--- config.mk ---
export PLATFORM = sky130hd
export DESIGN_NAME = ums_top
export DESIGN_NICKNAME = d
export VERILOG_FILES = /design/src/ums_pkg.sv /design/src/ums_pin_if.sv /design/src/ums_sync.sv /design/src/ums_top.sv
export SDC_FILE = /design/constraint.sdc
export NUM_CORES = 1
export LEC_CHECK = 0
export ABC_CLOCK_PERIOD_IN_PS = 3000
export BUFFER_PORTS_ARGS = -buffer_cell sky130_fd_sc_hd__buf_2
export CORE_AREA = 2 2 56 69
export CTS_CLUSTER_SIZE = 20
export DETAILED_ROUTE_END_ITERATION = 12
export DIE_AREA = 0 0 58 71
export PLACE_DENSITY = 0.78
export REMOVE_ABC_BUFFERS = 1
export SETUP_SLACK_MARGIN = 0.2
export SLEW_MARGIN = 20
export SYNTH_ARGS = -nofsm -noshare
export SYNTH_HDL_FRONTEND = slang
export SYNTH_SLANG_ARGS = --single-unit
export TNS_END_PERCENT = 100
--- constraint.sdc ---
create_clock -name i_sys_clk -period 3 [get_ports i_sys_clk]
set_input_delay 0.6 -clock i_sys_clk [delete_from_list [all_inputs] [get_ports i_sys_clk]]
set_output_delay 0.6 -clock i_sys_clk [all_outputs]
set_load 0.005 [all_outputs]
--- src/ums_pkg.sv ---
// Package of register map, field positions and reset values for modem status
`default_nettype none
package ums_pkg;
   localparam int ADDR_W = 4;
   localparam logic [ADDR_W-1:0] OFS_STATUS = 4'h0;
   localparam logic [ADDR_W-1:0] OFS_INT_STAT = 4'h4;
   localparam logic [ADDR_W-1:0] OFS_INT_MASK = 4'h8;
   localparam int BIT_DCTS = 0;
   localparam int BIT_DDSR = 1;
   localparam int BIT_TERI = 2;
   localparam int BIT_DDCD = 3;
   localparam int BIT_CTS = 4;
   localparam int BIT_DSR = 5;
   localparam int BIT_RI = 6;
   localparam int BIT_DCD = 7;
   localparam logic [3:0] RST_DELTA = 4'h0;
   localparam logic [3:0] RST_MASK = 4'h0;
   localparam logic [3:0] RST_PINS_N = 4'hF;
   localparam logic [31:0] UNMAPPED_DATA = 32'h0000_0000;
   typedef enum logic [1:0] {
      UMS_IDLE = 2'b00,
      UMS_ANSWER = 2'b01
   } ums_bus_e;
endpackage : ums_pkg
`default_nettype wire

--- src/ums_pin_if.sv ---
// Interface carrying synchronised modem levels and edge pulses
`default_nettype none
interface ums_pin_if;
   logic [3:0] level_n;
   logic [3:0] rise;
   logic [3:0] change;
   modport src (output level_n, output rise, output change);
   modport dst (input level_n, input rise, input change);
endinterface : ums_pin_if
`default_nettype wire

--- src/ums_sync.sv ---
// Two-stage synchroniser and edge detector for the four modem inputs
`default_nettype none
module ums_sync #(
   parameter int N = 4
) (
   input wire logic i_sys_clk,
   input wire logic i_resetn,
   input wire logic [N-1:0] i_pins_n,
   ums_pin_if.src o_pin
);
   typedef struct packed {
      logic [N-1:0] meta;
      logic [N-1:0] sync;
      logic [N-1:0] last;
   } ums_sync_s;
   ums_sync_s st_q, st_d;

   always_comb
   begin
      st_d = st_q;
      st_d.meta = i_pins_n;
      st_d.sync = st_q.meta;
      st_d.last = st_q.sync;
   end

   always_ff @(posedge i_sys_clk)
   begin
      if (!i_resetn)
      begin
         st_q.meta <= ums_pkg::RST_PINS_N;
         st_q.sync <= ums_pkg::RST_PINS_N;
         st_q.last <= ums_pkg::RST_PINS_N;
      end
      else
      begin
         st_q <= st_d;
      end
   end

   // Edges taken only from the second stage
   assign o_pin.level_n = st_q.sync;
   assign o_pin.rise = st_q.sync & ~st_q.last;
   assign o_pin.change = st_q.sync ^ st_q.last;
endmodule : ums_sync
`default_nettype wire

--- src/ums_top.sv ---
// Modem status inputs with Avalon-MM register slave and interrupt
// Operation
// Bit 6 reads inverse of ring input
// Bit 2 sets on ring low-to-high only
// Bit 5 reads inverse of data-set-ready
// Bit 1 sets on any data-set-ready change
// Bit 4 reads inverse of clear-to-send
// Four inputs drive flags and interrupt
// Reading status clears change flags
// Modem drives ring and ready low
// Bit 0 sets on clear-to-send change
// Bit 7 carrier inverse, bit 3 change
// Synchronise inputs, interrupt while flag enabled
`default_nettype none
module ums_top (
   input wire logic i_sys_clk,
   input wire logic i_resetn,
   input wire logic i_cts_n,
   input wire logic i_dsr_n,
   input wire logic i_ring_n,
   input wire logic i_dcd_n,
   input wire logic [ums_pkg::ADDR_W-1:0] i_avs_address,
   input wire logic i_avs_read,
   input wire logic i_avs_write,
   input wire logic [31:0] i_avs_writedata,
   input wire logic [3:0] i_avs_byteenable,
   output logic [31:0] o_avs_readdata,
   output logic o_avs_waitrequest,
   output logic o_irq
);
   typedef struct packed {
      ums_pkg::ums_bus_e bus;
      logic [3:0] delta;
      logic [3:0] int_stat;
      logic [3:0] int_mask;
      logic [31:0] rdata;
   } ums_top_s;
   ums_top_s st_q, st_d;

   ums_pin_if pin ();
   logic [3:0] ev;
   logic [7:0] status;
   logic req;
   logic take;
   logic rd_status;
   logic [3:0] w1c;

   // Input order: cts, dsr, ring, dcd matches flag bits 0..3
   ums_sync #(.N(4)) u_sync (
      .i_sys_clk(i_sys_clk),
      .i_resetn(i_resetn),
      .i_pins_n({i_dcd_n, i_ring_n, i_dsr_n, i_cts_n}),
      .o_pin(pin)
   );

   always_comb
   begin
      ev = '0;
      ev[ums_pkg::BIT_DCTS] = pin.change[0];
      ev[ums_pkg::BIT_DDSR] = pin.change[1];
      ev[ums_pkg::BIT_TERI] = pin.rise[2];
      ev[ums_pkg::BIT_DDCD] = pin.change[3];
   end

   always_comb
   begin
      status = '0;
      status[3:0] = st_q.delta;
      status[ums_pkg::BIT_CTS] = ~pin.level_n[0];
      status[ums_pkg::BIT_DSR] = ~pin.level_n[1];
      status[ums_pkg::BIT_RI] = ~pin.level_n[2];
      status[ums_pkg::BIT_DCD] = ~pin.level_n[3];
   end

   // One wait cycle lets the read data come from a register
   assign req = i_avs_read | i_avs_write;
   assign take = req & (st_q.bus == ums_pkg::UMS_ANSWER);
   assign rd_status = take & i_avs_read
                      & (i_avs_address == ums_pkg::OFS_STATUS);
   assign w1c = (take && i_avs_write && i_avs_byteenable[0]
                 && i_avs_address == ums_pkg::OFS_INT_STAT)
                ? i_avs_writedata[3:0] : 4'h0;

   always_comb
   begin
      st_d = st_q;
      unique case (st_q.bus)
         ums_pkg::UMS_IDLE:
         begin
            if (req)
            begin
               st_d.bus = ums_pkg::UMS_ANSWER;
               st_d.rdata = ums_pkg::UNMAPPED_DATA;
               if (i_avs_read)
               begin
                  unique case (i_avs_address)
                     ums_pkg::OFS_STATUS: st_d.rdata[7:0] = status;
                     ums_pkg::OFS_INT_STAT: st_d.rdata[3:0] = st_q.int_stat;
                     ums_pkg::OFS_INT_MASK: st_d.rdata[3:0] = st_q.int_mask;
                     default: st_d.rdata = ums_pkg::UNMAPPED_DATA;
                  endcase
               end
            end
         end
         ums_pkg::UMS_ANSWER:
         begin
            st_d.bus = ums_pkg::UMS_IDLE;
         end
      endcase
      // Clear on read, but an edge in the same cycle survives
      st_d.delta = (st_q.delta & ~(rd_status ? 4'hF : 4'h0)) | ev;
      st_d.int_stat = (st_q.int_stat & ~w1c) | ev;
      if (take && i_avs_write && i_avs_byteenable[0]
          && i_avs_address == ums_pkg::OFS_INT_MASK)
      begin
         st_d.int_mask = i_avs_writedata[3:0];
      end
   end

   always_ff @(posedge i_sys_clk)
   begin
      if (!i_resetn)
      begin
         st_q.bus <= ums_pkg::UMS_IDLE;
         st_q.delta <= ums_pkg::RST_DELTA;
         st_q.int_stat <= ums_pkg::RST_DELTA;
         st_q.int_mask <= ums_pkg::RST_MASK;
         st_q.rdata <= ums_pkg::UNMAPPED_DATA;
      end
      else
      begin
         st_q <= st_d;
      end
   end

   assign o_avs_waitrequest = req & (st_q.bus == ums_pkg::UMS_IDLE);
   assign o_avs_readdata = st_q.rdata;
   assign o_irq = |(st_q.int_stat & st_q.int_mask);
endmodule : ums_top
`default_nettype wire
; Word level (Yosys, flattened, before mapping)
; Cells that the tools add are included.
[totals]
out_inout_bits = 34
in_bits = 48
ff_bits = 58
[op_classes]
n_reduce_logical = 8
n_bitwise = 19
n_eq_ne = 4
muxes = 7
[op_table]
columns = cell, n
row1 = AND 4 bit, 3
row2 = two-way mux 4 bit, 3
row3 = one-hot mux 4 bit (3 select lines), 1
row4 = two-way mux 8 bit, 1
row5 = inverter 4 bit, 2
row6 = bitwise OR 4 bit, 2
row7 = AND 1 bit, 4
row8 = "== test 4 x 3 -> 1 bit, second input constant", 1
row9 = "== test 4 bit, second input constant", 1
row10 = logical AND 1 bit, 4
row11 = zero test 4 bit, 1
row12 = inverter 1 bit, 4
row13 = one-hot mux 2 bit (2 select lines), 1
row14 = OR reduction 4 bit, 1
row15 = bitwise XOR 4 bit, 1
row16 = AND 3 bit, 1
row17 = inverter 3 bit, 1
row18 = "== test 2 x 1 -> 1 bit, second input constant", 1
row19 = zero test 2 bit, 1
row20 = two-way mux 2 bit, 1
row21 = "!= test 2 bit, second input constant", 1
row22 = AND reduction 2 bit, 1
row23 = bitwise OR 1 bit, 1

; Logic depth before layout (Yosys ltp)
; Gate-level depths: netlist (run 1).
[logic_depth]
word_depth = 9
mapped_depth = 4
mapped_depth_nobuf = 4

; Hierarchy
; A second synthesis (run 1) with hierarchy kept.
[unflattened]
hier_cells = 164
area_unflattened_um2 = 1630.3
[by_module_without_submodules]
columns = mod, instances, cells_per_inst, seq_area_each_um2, area_each_um2
row1 = ums_top, 1, 123, 420.4, 1181.1
row2 = ums_sync, 1, 41, 240.2, 449.2

; Worst setup path after synthesis (run 1)
; OpenSTA, ideal clock, no wires.
[synth_timing]
path_type = input port to output port
startpoint = input i_avs_read
endpoint = output o_avs_waitrequest
path_slack_ns = 1.384
arrival_time_ns = 1.016
n_path_buf = 0
stages = 2
path_cell_list = o21bai_2 inv_1
[synth_via]
elab_chain_len = 2
[synth_lines]
columns = element, line_no
row1 = start: declaration, ums_top.sv:23  ; input wire logic i_avs_read,
row2 = bitwise OR 1 bit, ums_top.sv:76  ; assign req = i_avs_read | i_avs_write;
row3 = AND 1 bit, ums_top.sv:136  ; assign o_avs_waitrequest = req & (st_q.bus == ums_pkg::UMS_IDLE);
row4 = end: declaration, ums_top.sv:28  ; output logic o_avs_waitrequest,
; No other way between the ends.

; Final worst setup path (run 1)
; Ends and elaborated chain as after synthesis.

==> results of run 1 <==
cell type report:
class / count / area, um2
tap: 39 / 48.8
inverter: 2 / 7.51
fill: 362 / 1860
timing repair buffer: 26 / 130
sequential: 33 / 661
clock inverter: 1 / 5.00
multi-input combinational: 111 / 677
clock buffer: 7 / 96.3
state kept, by name, summed over array words and instances, names as in the netlist:
name,cells
st_q,13
u_sync.o_pin.level_n,4
o_avs_readdata,8
u_sync.st_d,4
u_sync.st_q,4
through the flow:
step / worst slack, ns / hold WS [ns] / power, mW
floorplan: 1.38 / 0.386 / 0.512
global placement: 0.942 / 0.388 / 0.543
detailed placement: 0.927 / 0.397 / 0.547
CTS: 0.908 / 0.411 / 0.910
global route: 0.809 / 0.421 / 0.940
finish: 0.904 / 0.404 / 0.898
placed cells by master (no fill, tap or decap), drive strengths merged:
cell / instances
a222oi: 4
or4b: 1
dfxtp: 33
and3: 1
clkinv: 2
nor3b: 1
o21bai: 1
nor2: 2
a22oi: 2
nor4: 1
a21oi: 12
nand2b: 13
o21ai: 12
xnor2: 3
nand3: 9
conb: 24
nor2b: 6
nor4b: 2
nand4b: 5
a311oi: 4
or4: 1
inv: 1
nand2: 7
buf: 26
clkbuf: 7
logic make-up (layout without fill, tap and decap cells):
family,Yosys count,in the layout,share of synthesized area [%]
flip-flops,33,33,43.9
XOR/XNOR,3,3,1.74
other,1,24,0.249
AND/OR/NAND/NOR,49,49,22.5
buffers and inverters,36,36,16.9
AO/OA/AOI/OAI,35,35,14.7
final timing paths:
check / start / end / slack (ns) / cells after the start
worst max-delay path: i_avs_read / o_avs_waitrequest / 0.90 / 4
worst min-delay path: u_sync.st_d[7] / u_sync.o_pin.level_n[3] / 0.40 / 1
worst max register to register: st_q[44] / st_q[37] / 1.69 / 3
worst min register to register: u_sync.st_d[7] / u_sync.o_pin.level_n[3] / 0.40 / 1
power groups by stage:
stage	Combinational, mW	Clock [mW]	Sequential, mW
final	0.0753	0.361	0.462
after floorplan	0.0433	0	0.469
after global placement	0.0717	0	0.471
after global routing	0.0845	0.391	0.464
after detailed placement	0.0744	0	0.472
after CTS	0.0748	0.373	0.462
critical path: cells and delay by family:
family | cells | cell delay, ns
buffers and inverters | 3 | 0.50
AOI/OAI and AO/OA | 1 | 0.40
metal layers:
| metal | vias up | wire (um) |
|---|---|---|
| met2 | 35 | 1470 |
| met5 | - | 0 |
| li1 | 545 | - |
| met3 | 3 | 207 |
| met4 | 0 | 38 |
| met1 | 510 | 1160 |
==> impl_metrics.json, run 1 <==
{
  "boundaryPins": 82,
  "rows": 24,
  "power.switching_uw": 210,
  "clk_pin_slew_ns": 0.06,
  "fin_nets": 227,
  "gp_congestion": 0.804,
  "drv_cap": 0,
  "maxSlewViolCount": 0,
  "utilization_pct": 46.7,
  "synthTopCellsByCount": "33 x dfxtp_1, 32 x buf_4, 13 x nand2b_1, 12 x a21oi_1, 9 x nand3_1",
  "die_area_um2": 4120,
  "grtUsageMet1_pct": 17.1,
  "drive_gt1_share_pct": 23.3,
  "tritoncts": "done",
  "synth_area_leaders": "dfxtp_1 44%, buf_4 16%, nand2b_1 5.4%, a21oi_1 4.0%, nand3_1 3.0%",
  "synthArstFlopShare_pct": 0,
  "wl_per_cell_um": 13.1,
  "grt_use_met2_pct": 25.5,
  "period_share_pct": 69.9,
  "fp.dieH_um": 71,
  "cp.arrival_ns": 1.50,
  "setup_viol": 0,
  "ctsLongestPathBuffers": 2,
  "cts_resized": 0,
  "fin_tns_setup_ns": 0,
  "slowest_delay_ns": 0.40,
  "vdd_drop_max_uv": 410,
  "syn_area_per_cell_um2": 9.60,
  "combPwrFrac_pct": 8.4,
  "worstSetupPathType": "in -> out",
  "grt_use_met3_pct": 6.76,
  "synth.largest_area_cell": "dfxtp_1",
  "status": "finished, final reports clean",
  "synth_area_um2": 1510,
  "crit_top_cell": "buf_2",
  "antenna_cells": 0,
  "endpoint_kind": "output pin",
  "drtIter0Drc": 45,
  "rsz0062_at_grt": "false",
  "synth_cells": 157,
  "numCtsBuffers": 5,
  "cts_hold_buffers": 0,
  "finClkSkew_ns": 0.00284,
  "worstPathCellList": "buf_2 -> o21bai_2 -> inv_1 -> buf_2",
  "synth-edff-count": 0,
  "root_buffer": "clkbuf_8",
  "grt_pass1_vias": 1091,
  "track_usage_pct": 15.4,
  "p_seq_share_pct": 51.5,
  "cts_setup_buffers": 0,
  "ys_ff_latch": 33,
  "power.density_nw_per_um2": 553,
  "cp_slowest_cell": "o21bai_2",
  "syn2layout_area_growth_pct": 7.89,
  "vias_per_cell": 4.99,
  "synth_top_area_share_pct": 43.9,
  "grt_pass1_wl_mm": 4.77,
  "yosys_warnings": 0,
  "worstSkewPairLatency_ns": 0.28,
  "cp_max_fo": 10,
  "gr-total-overflow": 0,
  "wl_mm": 2.88,
  "dr.pass1.iters": 6,
  "portBuffers": 26,
  "layout.cells.non_filler": 219,
  "finalHoldViolations": 0,
  "dp_hpwl_mm": 2.18,
  "route.detailed.drc": 0,
  "cell_internal_pwr_uw": 689,
  "antenna_found_initial": 0,
  "cts_sinks": 33,
  "switching_share_pct": 23.4,
  "start_kind": "input pin",
  "antenna_left": 0,
  "final_area_um2": 1630,
  "hp-class": "reg -> reg",
  "synth_most_common_cell": "dfxtp_1",
  "place_inst": 211,
  "htreeDepth": 2,
  "p_leak_nw": 0.655,
  "ys_seq_area_share_pct": 43.9,
  "synth_ff_type": "dfxtp_1",
  "initial_core_util_pct": 43.2,
  "vias": 1093,
  "die_width_um": 58,
  "core_um2": 3480,
  "clock_power_share_pct": 40.2,
  "fin_crit_ns": 2.10,
  "critPathRequiredTime_ns": 2.40,
  "ys_types": 28,
  "grt.busiest_layer": "met2",
  "clock.fmax_ghz": 0.477,
  "grt_max_degree": 19,
  "placed_area_um2": 1520
}
(Power assumes the default switching activity.)
==> run 2, diff against run 1 <==
--- a/config.mk
+++ b/config.mk
@@ -5,13 +5,13 @@
 export SDC_FILE = /design/constraint.sdc
 export NUM_CORES = 1
 export LEC_CHECK = 0
-export ABC_CLOCK_PERIOD_IN_PS = 3000
+export ABC_CLOCK_PERIOD_IN_PS = 1800
 export BUFFER_PORTS_ARGS = -buffer_cell sky130_fd_sc_hd__buf_2
-export CORE_AREA = 2 2 56 69
+export CORE_AREA = 2 2 60 73
 export CTS_CLUSTER_SIZE = 20
 export DETAILED_ROUTE_END_ITERATION = 12
-export DIE_AREA = 0 0 58 71
-export PLACE_DENSITY = 0.78
+export DIE_AREA = 0 0 62 75
+export PLACE_DENSITY = 0.73
 export REMOVE_ABC_BUFFERS = 1
 export SETUP_SLACK_MARGIN = 0.2
 export SLEW_MARGIN = 20
==> constraint.sdc (replaced) <==
create_clock -name i_sys_clk -period 1.8 [get_ports i_sys_clk]
set_input_delay 0.36 -clock i_sys_clk [delete_from_list [all_inputs] [get_ports i_sys_clk]]
set_output_delay 0.36 -clock i_sys_clk [all_outputs]
set_load 0.005 [all_outputs]
==> impl_metrics.json, run 2 (same netlist as run 1, synthesis figures left out) <==
{
  "status": "finished, final reports clean",
  "p_seq_share_pct": 55.5,
  "grt_use_met2_pct": 21.9,
  "regMostFlops": "st_q",
  "combPwrFrac_pct": 9.2,
  "worstSkewPairLatency_ns": 0.28,
  "start_kind": "flop",
  "power.switching_uw": 331,
  "drtIter0Drc": 48,
  "grt_max_degree": 18,
  "antenna_found_initial": 0,
  "worstSetupPathType": "reg -> out",
  "fin_hold_ws_ns": 0.258,
  "setup_viol": 0,
  "initial_core_util_pct": 38.5,
  "clock.fmax_ghz": 0.693,
  "dr.pass1.iters": 4,
  "rsz0062_at_grt": "false",
  "final_common_cell": "dfxtp_1",
  "core_um2": 3910,
  "cts_resized": 0,
  "grt.busiest_layer": "met2",
  "endpoint_kind": "output pin",
  "fin_tns_setup_ns": 0,
  "clock_power_share_pct": 35.3,
  "vias_per_cell": 4.62,
  "gr-total-overflow": 0,
  "grt_pass1_vias": 1033,
  "finalHoldViolations": 0,
  "power.density_nw_per_um2": 852,
  "reg2reg_depth": 3,
  "fin_crit_ns": 1.44,
  "fp.dieH_um": 75,
  "p_total_mw": 1.39,
  "vdd_drop_max_uv": 519,
  "die_width_um": 62,
  "cp_max_fo": 5,
  "clk_pin_slew_ns": 0.06,
  "drv_cap": 0,
  "tritoncts": "done",
  "cts_setup_buffers": 0,
  "period_share_pct": 80.2,
  "fin_nets": 229,
  "grtUsageMet1_pct": 18.0,
  "syn2layout_area_growth_pct": 8.31,
  "hold_end": "u_sync.st_d[5]",
  "portBuffers": 26,
  "track_usage_pct": 14.5,
  "numCtsBuffers": 5,
  "vias": 1082,
  "timing.rr.start": "st_q[44]",
  "regToRegSetupSlack_ns": 0.53,
  "die_area_um2": 4650,
  "reg2reg_to": "st_q[36]",
  "cp.arrival_ns": 1.08,
  "ctsLongestPathBuffers": 2,
  "rows": 25,
  "largest_register_ffs": 13,
  "maxSlewViolCount": 0,
  "boundaryPins": 82,
  "switching_share_pct": 23.8,
  "finClkSkew_ns": 0.00322,
  "antenna_left": 0,
  "hold_start": "i_dsr_n",
  "cts_sinks": 33,
  "wl_mm": 2.83,
  "htreeDepth": 2,
  "grt_use_met3_pct": 5.33,
  "hp-class": "in -> reg",
  "drive_gt1_share_pct": 23.3,
  "layout.cells.non_filler": 234,
  "grt_pass1_wl_mm": 4.75,
  "gp_congestion": 0.889,
  "wl_per_cell_um": 12.1,
  "cts_hold_buffers": 0,
  "critPathRequiredTime_ns": 1.44,
  "place_inst": 228,
  "antenna_cells": 0,
  "root_buffer": "clkbuf_8",
  "layout_common_cells": "33 x dfxtp_1, 26 x buf_2, 24 x conb_1",
  "min_path_cells": 2,
  "p_leak_nw": 0.650,
  "cell_internal_pwr_mw": 1.06,
  "dp_hpwl_mm": 2.13,
  "route.detailed.drc": 0
}
-- run 2: changes by cell type in the layout (fill, tap and decap cells not counted) --
cell / before / now
buf_4: 0 / 2
clkbuf_8: 7 / 5
-- run 2: worst max-delay path by stage --
stage                     startpoint                 to  slack (ns)  cells after the start
floorplan           i_avs_address[2]           st_q[40]        0.58                      3
global placement    i_avs_address[2]           st_q[42]        0.36                      4
detailed placement  i_avs_address[2]           st_q[40]        0.34                      4
CTS                         st_q[44]  o_avs_waitrequest        0.34                      3
global route                st_q[44]  o_avs_waitrequest        0.28                      3
finish                      st_q[44]  o_avs_waitrequest        0.36                      3
-- run 2: final cells by class --
| cell class | instances | area, um2 |
|---|---|---|
| fill | 407 | 2280 |
| multi-input combinational | 111 | 677 |
| clock buffer | 5 | 68.8 |
| inverter | 2 | 7.51 |
| timing repair buffer | 28 | 145 |
| tap | 54 | 67.6 |
| clock inverter | 1 | 5.00 |
| sequential | 33 | 661 |
-- run 2: worst max-delay path, stage by stage (launching register included) --
cell and delay, ns:
dfxtp_1 0.34, o21bai_2 0.20, inv_1 0.13, buf_2 0.14
-- run 2: layer usage --
| layer | vias to the layer above | part of all wire [%] |
|---|---|---|
| li1 | 544 | - |
| met1 | 486 | 44 |
| met2 | 46 | 46 |
| met3 | 6 | 7.8 |
| met4 | 0 | 1.7 |
| met5 | - | 0 |
-- run 2: stage by stage --
| stage | worst slack, ns | area, um2 | util (%) |
|---|---|---|---|
| 2_1_floorplan | 0.582 | 1350 | - |
| 3_3_place_gp | 0.358 | 1560 | 39.8 |
| 3_5_place_dp | 0.344 | 1560 | 39.8 |
| 4_1_cts | 0.344 | 1630 | 41.7 |
| 5_1_grt | 0.278 | 1630 | 41.7 |
| 6_report | 0.357 | 1630 | 41.7 |
-- run 2: power by group through the flow --
stage	clock network (mW)	registers [mW]	logic, mW
6_report	0.491	0.771	0.128
5_1_grt	0.548	0.774	0.147
4_1_cts	0.514	0.772	0.129
3_3_place_gp	0	0.787	0.126
3_5_place_dp	0	0.788	0.128
2_1_floorplan	0	0.781	0.0721
==> run 3, diff against run 2 <==
--- a/config.mk
+++ b/config.mk
@@ -5,13 +5,13 @@
 export SDC_FILE = /design/constraint.sdc
 export NUM_CORES = 1
 export LEC_CHECK = 0
-export ABC_CLOCK_PERIOD_IN_PS = 1800
+export ABC_CLOCK_PERIOD_IN_PS = 1500
 export BUFFER_PORTS_ARGS = -buffer_cell sky130_fd_sc_hd__buf_2
-export CORE_AREA = 2 2 60 73
+export CORE_AREA = 2 2 57 70
 export CTS_CLUSTER_SIZE = 20
 export DETAILED_ROUTE_END_ITERATION = 12
-export DIE_AREA = 0 0 62 75
-export PLACE_DENSITY = 0.73
+export DIE_AREA = 0 0 59 72
+export PLACE_DENSITY = 0.76
 export REMOVE_ABC_BUFFERS = 1
 export SETUP_SLACK_MARGIN = 0.2
 export SLEW_MARGIN = 20
==> constraint.sdc (replaced) <==
create_clock -name i_sys_clk -period 1.5 [get_ports i_sys_clk]
set_input_delay 0.3 -clock i_sys_clk [delete_from_list [all_inputs] [get_ports i_sys_clk]]
set_output_delay 0.3 -clock i_sys_clk [all_outputs]
set_load 0.005 [all_outputs]
==> impl_metrics.json, run 3 (same netlist as run 1, synthesis figures left out) <==
{
  "status": "finished, final reports clean",
  "maxSlewViolCount": 0,
  "reg2reg_to": "st_q[38]",
  "final_common_cell": "dfxtp_1",
  "drive_gt1_share_pct": 29.0,
  "setup_viol": 0,
  "finalHoldViolations": 0,
  "cp_slowest_cell": "dfxtp_4",
  "rows": 24,
  "regMostFlops": "st_q",
  "power.density_nw_per_um2": 1020,
  "hp-class": "in -> reg",
  "initial_core_util_pct": 42.5,
  "vias_per_cell": 5.11,
  "tritoncts": "done",
  "worstSetupPathType": "reg -> out",
  "place_inst": 214,
  "antenna_left": 0,
  "cts_sinks": 33,
  "numCtsBuffers": 5,
  "dp_hpwl_mm": 2.21,
  "p_leak_nw": 0.676,
  "htreeDepth": 2,
  "hold_end": "u_sync.st_d[7]",
  "antenna_cells": 0,
  "vias": 1149,
  "layout_common_cells": "28 x dfxtp_1, 25 x buf_2, 24 x conb_1",
  "regToRegSetupSlack_ns": 0.34,
  "wl_mm": 2.97,
  "grt_pass1_vias": 1092,
  "boundaryPins": 82,
  "fin_crit_ns": 1.28,
  "die_width_um": 59,
  "dr.pass1.iters": 4,
  "grt_pass1_wl_mm": 4.91,
  "antenna_found_initial": 0,
  "drv_cap": 0,
  "period_share_pct": 85.4,
  "gp_congestion": 0.816,
  "min_path_cells": 2,
  "syn2layout_area_growth_pct": 12.0,
  "layout.cells.non_filler": 225,
  "reg2reg_depth": 3,
  "wl_per_cell_um": 13.2,
  "slowest_delay_ns": 0.36,
  "grt_max_degree": 18,
  "rsz0062_at_grt": "true",
  "gr-total-overflow": 0,
  "fin_tns_setup_ns": 0,
  "cts_hold_buffers": 0,
  "portBuffers": 26,
  "core_um2": 3540,
  "critPathRequiredTime_ns": 1.20,
  "clk_pin_slew_ns": 0.06,
  "root_buffer": "clkbuf_8",
  "timing.rr.start": "st_q[44]",
  "worstPathCellList": "o21bai_4 -> inv_2 -> buf_6",
  "hold_start": "i_dcd_n",
  "route.detailed.drc": 0,
  "ctsLongestPathBuffers": 2,
  "vdd_drop_max_uv": 557,
  "largest_register_ffs": 13,
  "start_kind": "flop",
  "track_usage_pct": 15.5,
  "clock.fmax_ghz": 0.780,
  "cp_max_fo": 5,
  "fin_nets": 233,
  "worstSkewPairLatency_ns": 0.28,
  "fp.dieH_um": 72,
  "endpoint_kind": "output pin",
  "fin_hold_ws_ns": 0.194,
  "die_area_um2": 4250,
  "drtIter0Drc": 42,
  "finClkSkew_ns": 0.00332,
  "cp.arrival_ns": 0.98
}
run 3: cell count changes in the layout (fill, tap and decap cells not counted), moves of 2 or more:
cell      before  now
a22oi_2        0    2
a22oi_1        2    0
dfxtp_2        0    4
dfxtp_1       33   28
clkbuf_1       0    3
buf_4          2    6
run 3: report_power, final:
part	leakage (nW)	switching [mW]	internal, mW	total, mW
combinational	0.364	0.0968	0.0715	0.168
sequential	0.272	0.0212	0.907	0.928
clock	0.0395	0.291	0.329	0.620
run 3: timing repair:
| item | 4_1_cts | 5_1_grt |
|---|---|---|
| setup buffers | 1 | 2 |
| setup endpoints to repair | 5 | 6 |
| gates cloned | 0 | 0 |
| gates resized for setup | 3 | 9 |
| pin swaps | 0 | 4 |
run 3: worst max-delay path by stage:
stage / end / slack, ns / depth (start not counted) / startpoint
4_1_cts: st_q[38] / 0.20 / 3 / st_q[44]
3_3_place_gp: st_q[41] / 0.12 / 4 / i_avs_address[2]
6_report: o_avs_waitrequest / 0.22 / 3 / st_q[44]
5_1_grt: o_avs_waitrequest / 0.18 / 3 / st_q[44]
3_5_place_dp: st_q[41] / 0.1 / 4 / i_avs_address[2]
2_1_floorplan: st_q[40] / 0.34 / 3 / i_avs_address[2]
run 3: layout make-up:
class	count	area (um2)
Tap cell	39	48.8
Sequential cell	33	669
Fill cell	362	1860
Inverter	2	7.51
Clock buffer	8	80.1
Timing Repair Buffer	32	181
Multi-Input combinational cell	111	699
run 3: through the flow:
stage	total power [mW]	utilization (%)	setup WS, ns	area, um2
after floorplan	1.02	-	0.342	1350
after global placement	1.10	43.6	0.121	1550
after detailed placement	1.10	43.6	0.0990	1550
after CTS	1.73	46.4	0.201	1640
after global routing	1.80	47.6	0.179	1690
final	1.72	47.6	0.218	1690
run 3: worst max-delay path, delay by kind of cell, from the launching register on:
kind | cells | cell delay, ns
DFF | 1 | 0.36
buffers and inverters | 2 | 0.16
AOI/OAI and AO/OA | 1 | 0.18
run 3: metal layers:
metal  GRT usage, %  vias up  wire length (um)
met5              0        -                 0
met4           9.60        0                71
met3           5.35        6               209
met2           24.2       46              1470
met1           18.0      539              1220
li1               -      558                 -
